[src/sstat_pkg.sv]
/*
 * sstat_pkg: register map, field positions and widths for the spindle
 * status output bank.
 * Assumes a 32-bit AXI4-Lite register bus with word-aligned registers.
 */
`default_nettype none

package sstat_pkg;
   // register byte offsets
   localparam logic [7:0] SSTAT_FLAGS1_OFS = 8'h00;
   localparam logic [7:0] SSTAT_FLAGS2_OFS = 8'h04;
   localparam logic [7:0] SSTAT_SPEED_OFS = 8'h08;
   localparam logic [7:0] SSTAT_MISC_OFS = 8'h0c;
   localparam logic [7:0] SSTAT_SCODE_OFS = 8'h10;
   localparam logic [7:0] SSTAT_LOAD_OFS = 8'h14;
   localparam logic [7:0] SSTAT_FREQ_OFS = 8'h18;
   localparam logic [7:0] SSTAT_ALARM_OFS = 8'h1c;

   // spindle status byte field positions
   localparam int SSTAT_ALM_BIT = 0;
   localparam int SSTAT_HALT_BIT = 1;
   localparam int SSTAT_BELOW_BIT = 2;
   localparam int SSTAT_MATCH_BIT = 3;
   localparam int SSTAT_LOAD_BIT = 4;
   localparam int SSTAT_SPARE_BIT = 5;
   localparam int SSTAT_TORQUE_BIT = 6;
   localparam int SSTAT_ORIENT_BIT = 7;

   // misc word field positions
   localparam int SSTAT_MSTB_BIT = 0;
   localparam int SSTAT_SSTB_BIT = 1;
   localparam int SSTAT_NZV_BIT = 2;
   localparam int SSTAT_FLUCT_BIT = 3;
   localparam int SSTAT_CSS_BIT = 4;
   localparam int SSTAT_SPSY_BIT = 5;
   localparam int SSTAT_PHSY_BIT = 6;
   localparam int SSTAT_SYFLT_BIT = 7;
   localparam int SSTAT_RIGID_TAP_ACTIVE_BIT = 8;

   // value widths and ranges
   localparam int SSTAT_SPEED_W = 16;
   localparam logic [15:0] SSTAT_LOAD_MAX = 16'h7fff;
   localparam logic [15:0] SSTAT_FREQ_MAX = 16'h3fff;

   // reset values and bus responses
   localparam logic [31:0] SSTAT_ZERO_WORD = 32'h0000_0000;
   localparam logic [1:0] SSTAT_RESP_OKAY = 2'b00;
   localparam logic [1:0] SSTAT_RESP_SLVERR = 2'b10;
   localparam logic [1:0] SSTAT_RESP_DECERR = 2'b11;
endpackage

`default_nettype wire

[src/sstat_bank.sv]
/*
 * sstat_bank: read-only spindle status bank seen over AXI4-Lite.
 * Assumes status sources are synchronous to aclk; a one-cycle scan
 * pulse from the controller marks when all inputs are coherent.
 */
`default_nettype none

// Behaviour
// - bit0 alarm flag follows spindle alarm
// - bit1 set below stop-detection frequency
// - bit2 set at or below preset frequency
// - bit3 set when frequency within preset range
// - bit4 set when load exceeds level
// - bit6 set while torque limit applied
// - bit7 set when orientation complete
// - second spindle byte has identical layout
// - enable flag set when velocity command nonzero
// - fluctuation alarm while speed out of range
// - M and S strobes when codes effective
// - surface speed flag while control active
// - speed sync flag while sync active
// - phase sync flag while phase sync active
// - sync fault flag on sync control fault
// - load meter 16 bits, 0 to 32767
// - motor frequency 16 bits, 0 to 16383
// - alarm number as 8-bit byte
// - speed command value on output bits
// - rigid tap flag while tapping
module sstat_bank
   import sstat_pkg::*;
(
   // clock and reset
   input wire logic aclk,
   input wire logic aresetn,
   // controller scan strobe
   input wire logic scan_tick,
   // per-spindle status sources, index 0 first spindle, 1 second
   input wire logic [1:0] spindle_alarm,
   input wire logic [1:0] freq_below_stop,
   input wire logic [1:0] freq_not_above_preset,
   input wire logic [1:0] freq_in_range,
   input wire logic [1:0] load_over_level,
   input wire logic [1:0] torque_limit_on,
   input wire logic [1:0] orient_in_range,
   input wire logic [1:0] orient_commanded,
   // controller sources
   input wire logic [15:0] speed_command_in,
   input wire logic m_code_effective,
   input wire logic s_code_effective,
   input wire logic speed_out_of_range,
   input wire logic css_control_on,
   input wire logic speed_sync_on,
   input wire logic phase_sync_on,
   input wire logic sync_fault,
   input wire logic rigid_tap_on,
   input wire logic [31:0] s_code_in,
   input wire logic [15:0] load_meter_in,
   input wire logic [15:0] motor_freq_in,
   input wire logic [7:0] alarm_number_in,
   // status outputs to the machine-side controller
   output logic [7:0] first_spindle_status_flags,
   output logic [7:0] second_spindle_status_flags,
   output logic [15:0] speed_command_output,
   output logic m_code_strobe,
   output logic s_code_strobe,
   output logic nonzero_velocity_flag,
   output logic speed_fluctuation_alarm,
   output logic constant_surface_speed_active,
   output logic speed_sync_active,
   output logic phase_sync_active,
   output logic sync_fault_flag,
   output logic rigid_tap_active,
   output logic [31:0] spindle_function_code,
   output logic [15:0] load_meter_word,
   output logic [15:0] motor_frequency_word,
   output logic [7:0] alarm_number_byte,
   // axi4-lite write address
   input wire logic [7:0] s_axi_awaddr,
   input wire logic [2:0] s_axi_awprot,
   input wire logic s_axi_awvalid,
   output logic s_axi_awready,
   // axi4-lite write data
   input wire logic [31:0] s_axi_wdata,
   input wire logic [3:0] s_axi_wstrb,
   input wire logic s_axi_wvalid,
   output logic s_axi_wready,
   // axi4-lite write response
   output logic [1:0] s_axi_bresp,
   output logic s_axi_bvalid,
   input wire logic s_axi_bready,
   // axi4-lite read address
   input wire logic [7:0] s_axi_araddr,
   input wire logic [2:0] s_axi_arprot,
   input wire logic s_axi_arvalid,
   output logic s_axi_arready,
   // axi4-lite read data
   output logic [31:0] s_axi_rdata,
   output logic [1:0] s_axi_rresp,
   output logic s_axi_rvalid,
   input wire logic s_axi_rready
);

   // builds one spindle status byte from its sources
   function automatic logic [7:0] pack_flags(input logic alm, input logic halt,
                                             input logic below, input logic match,
                                             input logic load, input logic torque,
                                             input logic orient);
      logic [7:0] f;
      f = 8'h00;
      f[SSTAT_ALM_BIT] = alm;
      f[SSTAT_HALT_BIT] = halt;
      f[SSTAT_BELOW_BIT] = below;
      f[SSTAT_MATCH_BIT] = match;
      f[SSTAT_LOAD_BIT] = load;
      f[SSTAT_SPARE_BIT] = 1'b0;
      f[SSTAT_TORQUE_BIT] = torque;
      f[SSTAT_ORIENT_BIT] = orient;
      return f;
   endfunction

   // saturating clamp so values never leave their documented range
   function automatic logic [15:0] clamp16(input logic [15:0] v, input logic [15:0] max);
      return (v > max) ? max : v;
   endfunction

   logic [7:0] flags_d [2];
   logic [15:0] misc_q;

   // per-spindle flag bytes share one layout
   always_comb begin
      for (int i = 0; i < 2; i++) begin
         flags_d[i] = pack_flags(spindle_alarm[i], freq_below_stop[i],
                                 freq_not_above_preset[i], freq_in_range[i],
                                 load_over_level[i], torque_limit_on[i],
                                 orient_commanded[i] & orient_in_range[i]);
      end
   end

   // snapshot everything on the scan pulse so multi-byte values stay coherent
   always_ff @(posedge aclk) begin
      if (!aresetn) begin
         first_spindle_status_flags <= 8'h00;
         second_spindle_status_flags <= 8'h00;
         speed_command_output <= 16'h0000;
         nonzero_velocity_flag <= 1'b0;
         spindle_function_code <= SSTAT_ZERO_WORD;
         load_meter_word <= 16'h0000;
         motor_frequency_word <= 16'h0000;
         alarm_number_byte <= 8'h00;
      end else if (scan_tick) begin
         first_spindle_status_flags <= flags_d[0];
         second_spindle_status_flags <= flags_d[1];
         speed_command_output <= speed_command_in;
         nonzero_velocity_flag <= (speed_command_in != 16'h0000);
         spindle_function_code <= s_code_in;
         load_meter_word <= clamp16(load_meter_in, SSTAT_LOAD_MAX);
         motor_frequency_word <= clamp16(motor_freq_in, SSTAT_FREQ_MAX);
         alarm_number_byte <= alarm_number_in;
      end
   end

   // mode and strobe flags, also sampled on the scan
   always_ff @(posedge aclk) begin
      if (!aresetn) begin
         m_code_strobe <= 1'b0;
         s_code_strobe <= 1'b0;
         speed_fluctuation_alarm <= 1'b0;
         constant_surface_speed_active <= 1'b0;
         speed_sync_active <= 1'b0;
         phase_sync_active <= 1'b0;
         sync_fault_flag <= 1'b0;
         rigid_tap_active <= 1'b0;
      end else if (scan_tick) begin
         m_code_strobe <= m_code_effective;
         s_code_strobe <= s_code_effective;
         speed_fluctuation_alarm <= speed_out_of_range;
         constant_surface_speed_active <= css_control_on;
         speed_sync_active <= speed_sync_on;
         phase_sync_active <= phase_sync_on;
         sync_fault_flag <= sync_fault;
         rigid_tap_active <= rigid_tap_on;
      end
   end

   // misc word gathered from the registered flags
   always_comb begin
      misc_q = 16'h0000;
      misc_q[SSTAT_MSTB_BIT] = m_code_strobe;
      misc_q[SSTAT_SSTB_BIT] = s_code_strobe;
      misc_q[SSTAT_NZV_BIT] = nonzero_velocity_flag;
      misc_q[SSTAT_FLUCT_BIT] = speed_fluctuation_alarm;
      misc_q[SSTAT_CSS_BIT] = constant_surface_speed_active;
      misc_q[SSTAT_SPSY_BIT] = speed_sync_active;
      misc_q[SSTAT_PHSY_BIT] = phase_sync_active;
      misc_q[SSTAT_SYFLT_BIT] = sync_fault_flag;
      misc_q[SSTAT_RIGID_TAP_ACTIVE_BIT] = rigid_tap_active;
   end

   // write path: address and data taken in either order, then SLVERR at or below SSTAT_ALARM_OFS, DECERR above
   logic aw_held_q;
   logic w_held_q;
   logic [7:0] aw_addr_q;

   always_ff @(posedge aclk) begin
      if (!aresetn) begin
         aw_held_q <= 1'b0;
         w_held_q <= 1'b0;
         aw_addr_q <= 8'h00;
         s_axi_awready <= 1'b0;
         s_axi_wready <= 1'b0;
         s_axi_bvalid <= 1'b0;
         s_axi_bresp <= SSTAT_RESP_OKAY;
      end else begin
         s_axi_awready <= !aw_held_q && !s_axi_awready && !s_axi_bvalid;
         s_axi_wready <= !w_held_q && !s_axi_wready && !s_axi_bvalid;
         if (s_axi_awvalid && s_axi_awready) begin
            aw_held_q <= 1'b1;
            aw_addr_q <= s_axi_awaddr;
            s_axi_awready <= 1'b0;
         end
         if (s_axi_wvalid && s_axi_wready) begin
            w_held_q <= 1'b1;
            s_axi_wready <= 1'b0;
         end
         if (aw_held_q && w_held_q && !s_axi_bvalid) begin
            // every register is read-only, so writes change nothing
            s_axi_bvalid <= 1'b1;
            s_axi_bresp <= (aw_addr_q <= SSTAT_ALARM_OFS) ? SSTAT_RESP_SLVERR
                                                          : SSTAT_RESP_DECERR;
            aw_held_q <= 1'b0;
            w_held_q <= 1'b0;
         end else if (s_axi_bvalid && s_axi_bready) begin
            s_axi_bvalid <= 1'b0;
         end
      end
   end

   // read path: one read in flight, answer the cycle after the address
   always_ff @(posedge aclk) begin
      if (!aresetn) begin
         s_axi_arready <= 1'b0;
         s_axi_rvalid <= 1'b0;
         s_axi_rdata <= SSTAT_ZERO_WORD;
         s_axi_rresp <= SSTAT_RESP_OKAY;
      end else begin
         s_axi_arready <= !s_axi_arready && !s_axi_rvalid;
         if (s_axi_arvalid && s_axi_arready) begin
            s_axi_arready <= 1'b0;
            s_axi_rvalid <= 1'b1;
            s_axi_rresp <= SSTAT_RESP_OKAY;
            unique case ({s_axi_araddr[7:2], 2'b00})
               SSTAT_FLAGS1_OFS: s_axi_rdata <= {24'h000000, first_spindle_status_flags};
               SSTAT_FLAGS2_OFS: s_axi_rdata <= {24'h000000, second_spindle_status_flags};
               SSTAT_SPEED_OFS: s_axi_rdata <= {16'h0000, speed_command_output};
               SSTAT_MISC_OFS: s_axi_rdata <= {16'h0000, misc_q};
               SSTAT_SCODE_OFS: s_axi_rdata <= spindle_function_code;
               SSTAT_LOAD_OFS: s_axi_rdata <= {16'h0000, load_meter_word};
               SSTAT_FREQ_OFS: s_axi_rdata <= {16'h0000, motor_frequency_word};
               SSTAT_ALARM_OFS: s_axi_rdata <= {24'h000000, alarm_number_byte};
               default: begin
                  s_axi_rdata <= SSTAT_ZERO_WORD;
                  s_axi_rresp <= SSTAT_RESP_DECERR;
               end
            endcase
         end else if (s_axi_rvalid && s_axi_rready) begin
            s_axi_rvalid <= 1'b0;
         end
      end
   end

endmodule

`default_nettype wire

[config.mk]
export PLATFORM = sky130hd
export DESIGN_NAME = sstat_bank
export DESIGN_NICKNAME = d
export VERILOG_FILES = /design/src/sstat_pkg.sv /design/src/sstat_bank.sv
export SDC_FILE = /design/constraint.sdc
export NUM_CORES = 1
export LEC_CHECK = 0
export BUFFER_PORTS_ARGS = -buffer_cell sky130_fd_sc_hd__buf_2
export CELL_PAD_IN_SITES_DETAIL_PLACEMENT = 1
export CELL_PAD_IN_SITES_GLOBAL_PLACEMENT = 1
export CORE_MARGIN = 1.5
export CORE_UTILIZATION = 34
export DETAILED_ROUTE_END_ITERATION = 10
export PLACE_DENSITY_LB_ADDON = 0.1
export SLEW_MARGIN = 0
export SYNTH_ARGS = -nofsm -noshare
export SYNTH_HDL_FRONTEND = slang
export SYNTH_SLANG_ARGS = --single-unit
[constraint.sdc]
create_clock -name aclk -period 1.7 [get_ports aclk]
set_input_delay 0.255 -clock aclk [delete_from_list [all_inputs] [get_ports aclk]]
set_output_delay 0.255 -clock aclk [all_outputs]
set_load 0.01 [all_outputs]
==> impl_results.md, run 1 <==
- Buffers inserted by post-CTS timing repair: 0
- Site Rows: 50
- Layout cell share with drive strength beyond 1: 0.439
- Overall routing resource usage: 0.220
- Clk Latency, worst-skew pair: ~0.42 ns
- Critical path required time: roughly 2.1 ns
- Placed cell count: between 1k and 1.5k
- Number of vias in the routed layout: ~5.6k
- Mean number of vias per cell: about 5.1
- Cell internal pwr: between 6000 and 7000 uW
- Routed wire length on met3: around 1500 um
- Final-layout setup total negative slack: 0 ns
- Area growth from synthesis to final layout: 34.8%
- Wire length of the first global-routing pass: about 34000 um
- Slew at the pin closest to its max-slew limit: 0.768 ns
- Period utilisation layout: 0.800
- Overall die height: between 100 and 150 um
- Clock slew at reported path FFs: 0.06 ns
- Power density of the placed cells: a little over 1000 nW/um^2
- Post-CTS resize count: 0
- DRC viols: 0
- Worst r2r dst: s_axi_bresp[0]
- FFs w/ async S/R, synth: 0
- Part of the power in the clock network: 0.427
- End of the worst hold path: aw_addr_q[2]
- Most used flip-flop cell after synthesis: sky130_fd_sc_hd__dfxtp_1
- Metal2 WL: approximately 11000 um
- Clock H-tree levels: 4
- Final HPWL DP: 16500 um
- Average wire length per cell after detail routing: 19.9 um
- Final standard cell area without fillers: 8820 um^2
- Type of element capturing the critical path: register
- Cells on worst reg2reg path: 4
- Initial cell density of the core: 0.349
- Yosys warning count: 0
- Slew Limit Headroom: 0.488
- Cells taking the most area after synthesis: sky130_fd_sc_hd__dfxtp_1 (49%), sky130_fd_sc_hd__mux2i_1 (14%), sky130_fd_sc_hd__nor2b_1 (9.1%)
- Setup repair after global routing missed its margin: no
- Hold Fails Final Rpt: 0
- Count of unique library cells instantiated by Yosys: 40
- Largest net degree at the start of global routing: approximately 110
- Fin worst setup slack: 0.340 ns
- Die Width: 142 um
- R2R Setup Slk: between 0.3 and 0.4 ns
- Power share of the combinational group: 0.123
- Worst setup slack after placement: 0.0807 ns
- Clock sink total: approximately 160
- Fmax achieved: 0.736 GHz
- TritonCTS clock tree: built
- Cell area after placement: 8220 um^2
- Worst hold path cell count: 3
- Top post-synthesis cells by count: sky130_fd_sc_hd__dfxtp_1 (161), sky130_fd_sc_hd__nor2b_1 (95), sky130_fd_sc_hd__mux2i_1 (93), sky130_fd_sc_hd__clkbuf_1 (28), sky130_fd_sc_hd__o221a_2 (28)
- IR Drop Worst-Case VDD: 0.000627 V
- Hold WC Path Type: in -> reg
- Count of nets left with antenna violations after detail routing: 0
- Gate count after technology mapping: 585
- Mapped cell area: between 6000 and 7000 um^2
- Count of buffers inserted at the top-level ports: between 200 and 300
- Highest signal layer in the routed design: met5
- Post-route clock skew: 0.0148 ns
- Final standard cell count with taps included and fillers excluded: about 1.1k
- Proportion of netlist area held by the largest area contributor: 0.493
- Total wire length: between 20000 and 25000 um
- Quantity of hold-fixing buffers added after cts: 0
- Crit path kind: reg -> reg
- Most common cell in the netlist: sky130_fd_sc_hd__dfxtp_1
- Gpl congestion: 0.806
- Final setup fails: 0
- Vias in the first global route: 6040
- Drt initial violations: roughly 220
- Final hold slack: 0.0943 ns
- Post-synthesis cell type with the largest combined area: sky130_fd_sc_hd__dfxtp_1
- Startpoint Class: register
- Post-Synthesis Mean Instance Area: ~11 um^2
- Ports: approximately 330
- Worst Path Arrival: 1.71 ns
- Wire length on met1: ~9600 um
- Static leakage: 0.00412 uW
- Sequential cell fraction of total power: 0.450
- Source of the worst hold timing path: s_axi_awaddr[2]
- Max Cap Viol: 0
- Share of synthesized area occupied by flip-flops and latches: 0.493
- Die ar.: about 20000 um^2
- Final Net Count: 1040
- Number of fillers in the final layout: roughly 2.2k
- Crit Path Max Fanout: 5
- Area of the placeable core: approximately 19000 um^2
- Result of the run: finished clean
- Number of flip-flops and latches in the synthesized netlist: about 160
- Deepest clock path buffer count: 2
- Clk Tree Root Cell: sky130_fd_sc_hd__clkbuf_16
- Length of the first detailed-routing pass in iterations: 4
- Final slew viol count: 0
- Start of the worst register-to-register path: w_held_q
- Grt ovf: 0
- Initial antenna violation count: 2
- Clock buffer count from CTS: 17
- Number of flops mapped to enable cells by yosys: 0
- P_sw: between 2000 and 2500 uW
- Post-route minimum period: 1.36 ns
- Proportion of total power due to net switching: 0.250
==> cell usage in the layout (no fill, tap or decap), types with 5 or more instances in the layout <==
cell type,Yosys,routed
sky130_fd_sc_hd__a21boi_0,12,12
sky130_fd_sc_hd__a22oi_1,23,23
sky130_fd_sc_hd__a2bb2oi_1,7,7
sky130_fd_sc_hd__buf_2,10,283
sky130_fd_sc_hd__buf_4,5,17
sky130_fd_sc_hd__clkbuf_16,0,17
sky130_fd_sc_hd__dfxtp_1,161,161
sky130_fd_sc_hd__mux2i_1,93,93
sky130_fd_sc_hd__mux4_2,14,14
sky130_fd_sc_hd__nand2_1,21,21
sky130_fd_sc_hd__nand2b_1,6,6
sky130_fd_sc_hd__nand3_1,11,11
sky130_fd_sc_hd__nor2b_1,95,95
sky130_fd_sc_hd__nor3_1,5,5
sky130_fd_sc_hd__o21ai_0,19,19
sky130_fd_sc_hd__o221a_2,28,28
==> layer usage <==
layer | vias up | track usage
met4 | 2 | 0.0700
met1 | 2758 | 0.271
met3 | 18 | 0.0611
met5 | - | 0
met2 | 200 | 0.373
li1 | 2655 | -
==> worst max-delay path by stage <==
stage / start / to / slack, ns
floorplan: s_axi_araddr[7] / s_axi_rdata[22] / 0.25
global placement: s_axi_araddr[7] / s_axi_rdata[27] / 0.15
detailed placement: s_axi_araddr[7] / s_axi_rdata[27] / 0.08
CTS: w_held_q / s_axi_bresp[0] / 0.33
global route: w_held_q / s_axi_bresp[0] / 0.18
finish: w_held_q / s_axi_bresp[0] / 0.34
==> final cells by class <==
cell class	count	area (um^2)	share of cell area
Clock inverter	12	158	0.0179
Clock buffer	19	443	0.0502
Inverter	2	7.51	0.000851
Sequential cell	161	3220	0.365
Timing Repair Buffer	305	1640	0.185
Antenna cell	1	2.50	0.000284
Multi-Input combinational cell	375	3060	0.347
Tap cell	234	293	0.0332
==> metrics by stage <==
| step | util | power (uW) |
|---|---|---|
| after detailed placement | 0.438 | 5340 |
| after floorplan | - | 4790 |
| after CTS | 0.470 | 9310 |
| after global routing | 0.470 | 9580 |
| final | 0.470 | 9160 |
| after global placement | 0.438 | 5300 |
==> kinds of logic (layout without fill, tap and decap cells) <==
family	after synthesis	after routing	share of synthesized area
flops	161	161	0.493
buf+inv	50	338	0.0404
other cells	1	3	0.000573
compound gates	102	102	0.124
mux	109	109	0.194
simple gates	162	162	0.148
==> sequential cells by signal, indices dropped and copies added (netlist names), 2 cells and up <==
register and count:
spindle_function_code 32, speed_command_output 16, aw_addr_q 8, s_axi_bresp 2
alarm_number_byte 8, motor_frequency_word 16, first_spindle_status_flags 7, second_spindle_status_flags 7
s_axi_rdata 32, load_meter_word 16
==> critical path, cell delays in order (launching register included) <==
cell and delay (ns):
sky130_fd_sc_hd__dfxtp_1 0.36, sky130_fd_sc_hd__inv_1 0.06, sky130_fd_sc_hd__nor3b_1 0.57, sky130_fd_sc_hd__o21ai_0 0.15, sky130_fd_sc_hd__a31oi_1 0.15
==> power groups by stage <==
stage	Sequential, uW	Clock (uW)	Combinational, uW
floorplan	4250	0	549
global placement	4190	0	1110
detailed placement	4210	0	1140
CTS	4120	4040	1140
global route	4150	4210	1220
finish	4120	3910	1130
Power figures use the tool's default switching activity.
==> run 2: changes to the inputs <==
Clock period 1.7 ns to 1.27 ns, I/O delays scaled along.
==> impl_results.md, run 2 (same netlist as run 1, synthesis figures left out) <==
- Crit path kind: reg -> reg (unchanged)
- Largest registers: s_axi_rdata (32), spindle_function_code (32) (unchanged)
- Metal2 WL: 10900 um (was 10800 um)
- Worst hold path cell count: 3 (unchanged)
- Total wire length: 21900 um (was 22100 um)
- Clock buffer count from CTS: 17 (unchanged)
- Final Net Count: 1058 (was 1040)
- Final setup fails: 0 (unchanged)
- Largest net degree at the start of global routing: 82 (was 112)
- Count of buffers inserted at the top-level ports: 285 (unchanged)
- Fin worst setup slack: 0.0400 ns (was 0.340 ns)
- Count of nets left with antenna violations after detail routing: 0 (unchanged)
- Die Width: 142 um (unchanged)
- Ports: 332 (unchanged)
- Clock slew at reported path FFs: 0.06 ns (about the same)
- Cell with the largest stage delay on the worst path: sky130_fd_sc_hd__mux4_2 (was sky130_fd_sc_hd__nor3b_1)
- IR Drop Worst-Case VDD: 0.000847 V (was 0.000627 V)
- Power density of the placed cells: 1330 nW/um^2 (was 1040 nW/um^2)
- Hold Fails Final Rpt: 0 (unchanged)
- Layout cell share with drive strength beyond 1: 0.453 (was 0.439)
- Final-layout setup total negative slack: 0 ns (unchanged)
- Length of the first detailed-routing pass in iterations: 5 (was 4)
- Number of vias in the routed layout: 5713 (was 5633)
- Average wire length per cell after detail routing: 19.4 um (was 19.9 um)
- Slew at the pin closest to its max-slew limit: 0.489 ns (was 0.768 ns)
- Delay of the slowest cell on the worst path: 0.52 ns (was 0.57 ns)
- Site Rows: 50 (unchanged)
- Critical path required time: 1.56 ns (was 2.05 ns)
- Drt initial violations: 190 (was 224)
- Wire length of the first global-routing pass: 33300 um (was 34000 um)
- Final hold slack: 0.0330 ns (was 0.0943 ns)
- Source of the worst hold timing path: s_axi_awaddr[5] (was s_axi_awaddr[2])
- Highest signal layer in the routed design: met5 (unchanged)
- TritonCTS clock tree: built (unchanged)
- Initial antenna violation count: 4 (was 2)
- Clk Tree Root Cell: sky130_fd_sc_hd__clkbuf_16 (unchanged)
- Slew Limit Headroom: 0.671 (was 0.488)
- Area of the placeable core: 18800 um^2 (unchanged)
- Overall power consumption: 11900 uW (was 9160 uW)
- Number of fillers in the final layout: 2161 (was 2189)
- Clock H-tree levels: 4 (unchanged)
- Static leakage: 0.00422 uW (was 0.00412 uW)
- Quantity of hold-fixing buffers added after cts: 0 (unchanged)
- Final slew viol count: 0 (unchanged)
- Post-route minimum period: 1.23 ns (was 1.36 ns)
- Final HPWL DP: 16900 um (was 16500 um)
- Type of element capturing the critical path: register (unchanged)
- Mean number of vias per cell: 5.06 (was 5.08)
- Highest-count cells in the layout ignoring fill and taps: sky130_fd_sc_hd__buf_2 (283), sky130_fd_sc_hd__dfxtp_1 (160), sky130_fd_sc_hd__nor2b_1 (95) (was sky130_fd_sc_hd__buf_2 (283), sky130_fd_sc_hd__dfxtp_1 (161), sky130_fd_sc_hd__nor2b_1 (95))
- Max Cap Viol: 0 (unchanged)
- Clock sink total: 161 (unchanged)
- Die ar.: 20100 um^2 (unchanged)
- Hold WC Path Type: in -> reg (unchanged)
- Worst Path Arrival: 1.52 ns (was 1.71 ns)
- Result of the run: finished clean (unchanged)
- Wire length on met1: 9020 um (was 9600 um)
- Cells on worst reg2reg path: 3 (was 4)
- Clk Latency, worst-skew pair: 0.42 ns (about the same)
- Worst setup slack after placement: -0.252 ns (was 0.0807 ns)
- Most frequent standard cell in the layout excluding fill and tap cells: sky130_fd_sc_hd__buf_2 (unchanged)
- Routed wire length on met3: 1680 um (was 1470 um)
- Overall die height: 142 um (unchanged)
- Critical path, cell by cell: mux4_2 > mux2i_1 > o21ai_0 (was inv_1 > nor3b_1 > o21ai_0 > a31oi_1)
- Startpoint Class: register (unchanged)
- Start of the worst register-to-register path: motor_frequency_word[4] (was w_held_q)
- Final standard cell count with taps included and fillers excluded: 1129 (was 1109)
- Setup repair after global routing missed its margin: no (unchanged)
- Timing startpoint of the critical path: motor_frequency_word[4] (was w_held_q)
- Post-route clock skew: 0.00875 ns (was 0.0148 ns)
- Placed cell count: 1094 (was 1077)
- Deepest clock path buffer count: 2 (unchanged)
- Overall routing resource usage: 0.215 (was 0.220)
- Grt ovf: 0 (unchanged)
- Fmax achieved: 0.813 GHz (was 0.736 GHz)
- Area growth from synthesis to final layout: 37.1% (was 34.8%)
- DRC viols: 0 (unchanged)
- Crit Path Max Fanout: 3 (was 5)
- Period utilisation layout: 0.969 (was 0.800)
- Initial cell density of the core: 0.349 (unchanged)
- Vias in the first global route: 6051 (was 6040)
- Gpl congestion: 0.803 (was 0.806)
## run 2: area by class of cell
class / count / area (um^2) / area share
timing repair buffer: 323 / 1810 / 0.202
multi-input combinational: 375 / 3080 / 0.343
sequential: 161 / 3230 / 0.360
clock inverter: 9 / 85.1 / 0.00948
tap: 234 / 293 / 0.0326
inverter: 2 / 7.51 / 0.000837
antenna: 3 / 7.51 / 0.000837
clock buffer: 22 / 464 / 0.0517
## run 2: power breakdown
| part | leakage, uW | switching [uW] | internal [uW] |
|---|---|---|---|
| Clock | 0.000274 | 2030 | 2790 |
| Combinational | 0.00262 | 773 | 803 |
| Sequential | 0.00132 | 210 | 5310 |
## run 2: timing repair
item	CTS	global route
setup endpoints to repair	17	27
gates resized for setup	5	5
pin swaps	0	1
setup buffers	0	1
## run 2: final timing paths
| kind | end | slack [ns] |
|---|---|---|
| min reg2reg | s_axi_wready | 0.45 |
| min | aw_addr_q[5] | 0.03 |
| max reg2reg | s_axi_rdata[4] | 0.04 |
| max | s_axi_rdata[4] | 0.04 |
## run 2: per-layer routing
layer | GRT usage | up-vias
met4 | 0.0684 | 2
li1 | - | 2700
met1 | 0.255 | 2781
met3 | 0.0682 | 25
met2 | 0.371 | 205
met5 | 0 | -
## run 2: metrics by stage
step	utilization	area, um^2
4_1_cts	0.476	8940
6_report	0.478	8970
2_1_floorplan	-	6560
5_1_grt	0.478	8970
3_3_place_gp	0.447	8380
3_5_place_dp	0.447	8380
## run 2: critical path, delay by kind of cell (launching register included)
kind | cells | cell delay, ns
DFF | 1 | 0.35
muxes | 2 | 0.67
AOI/OAI and AO/OA | 1 | 0.09
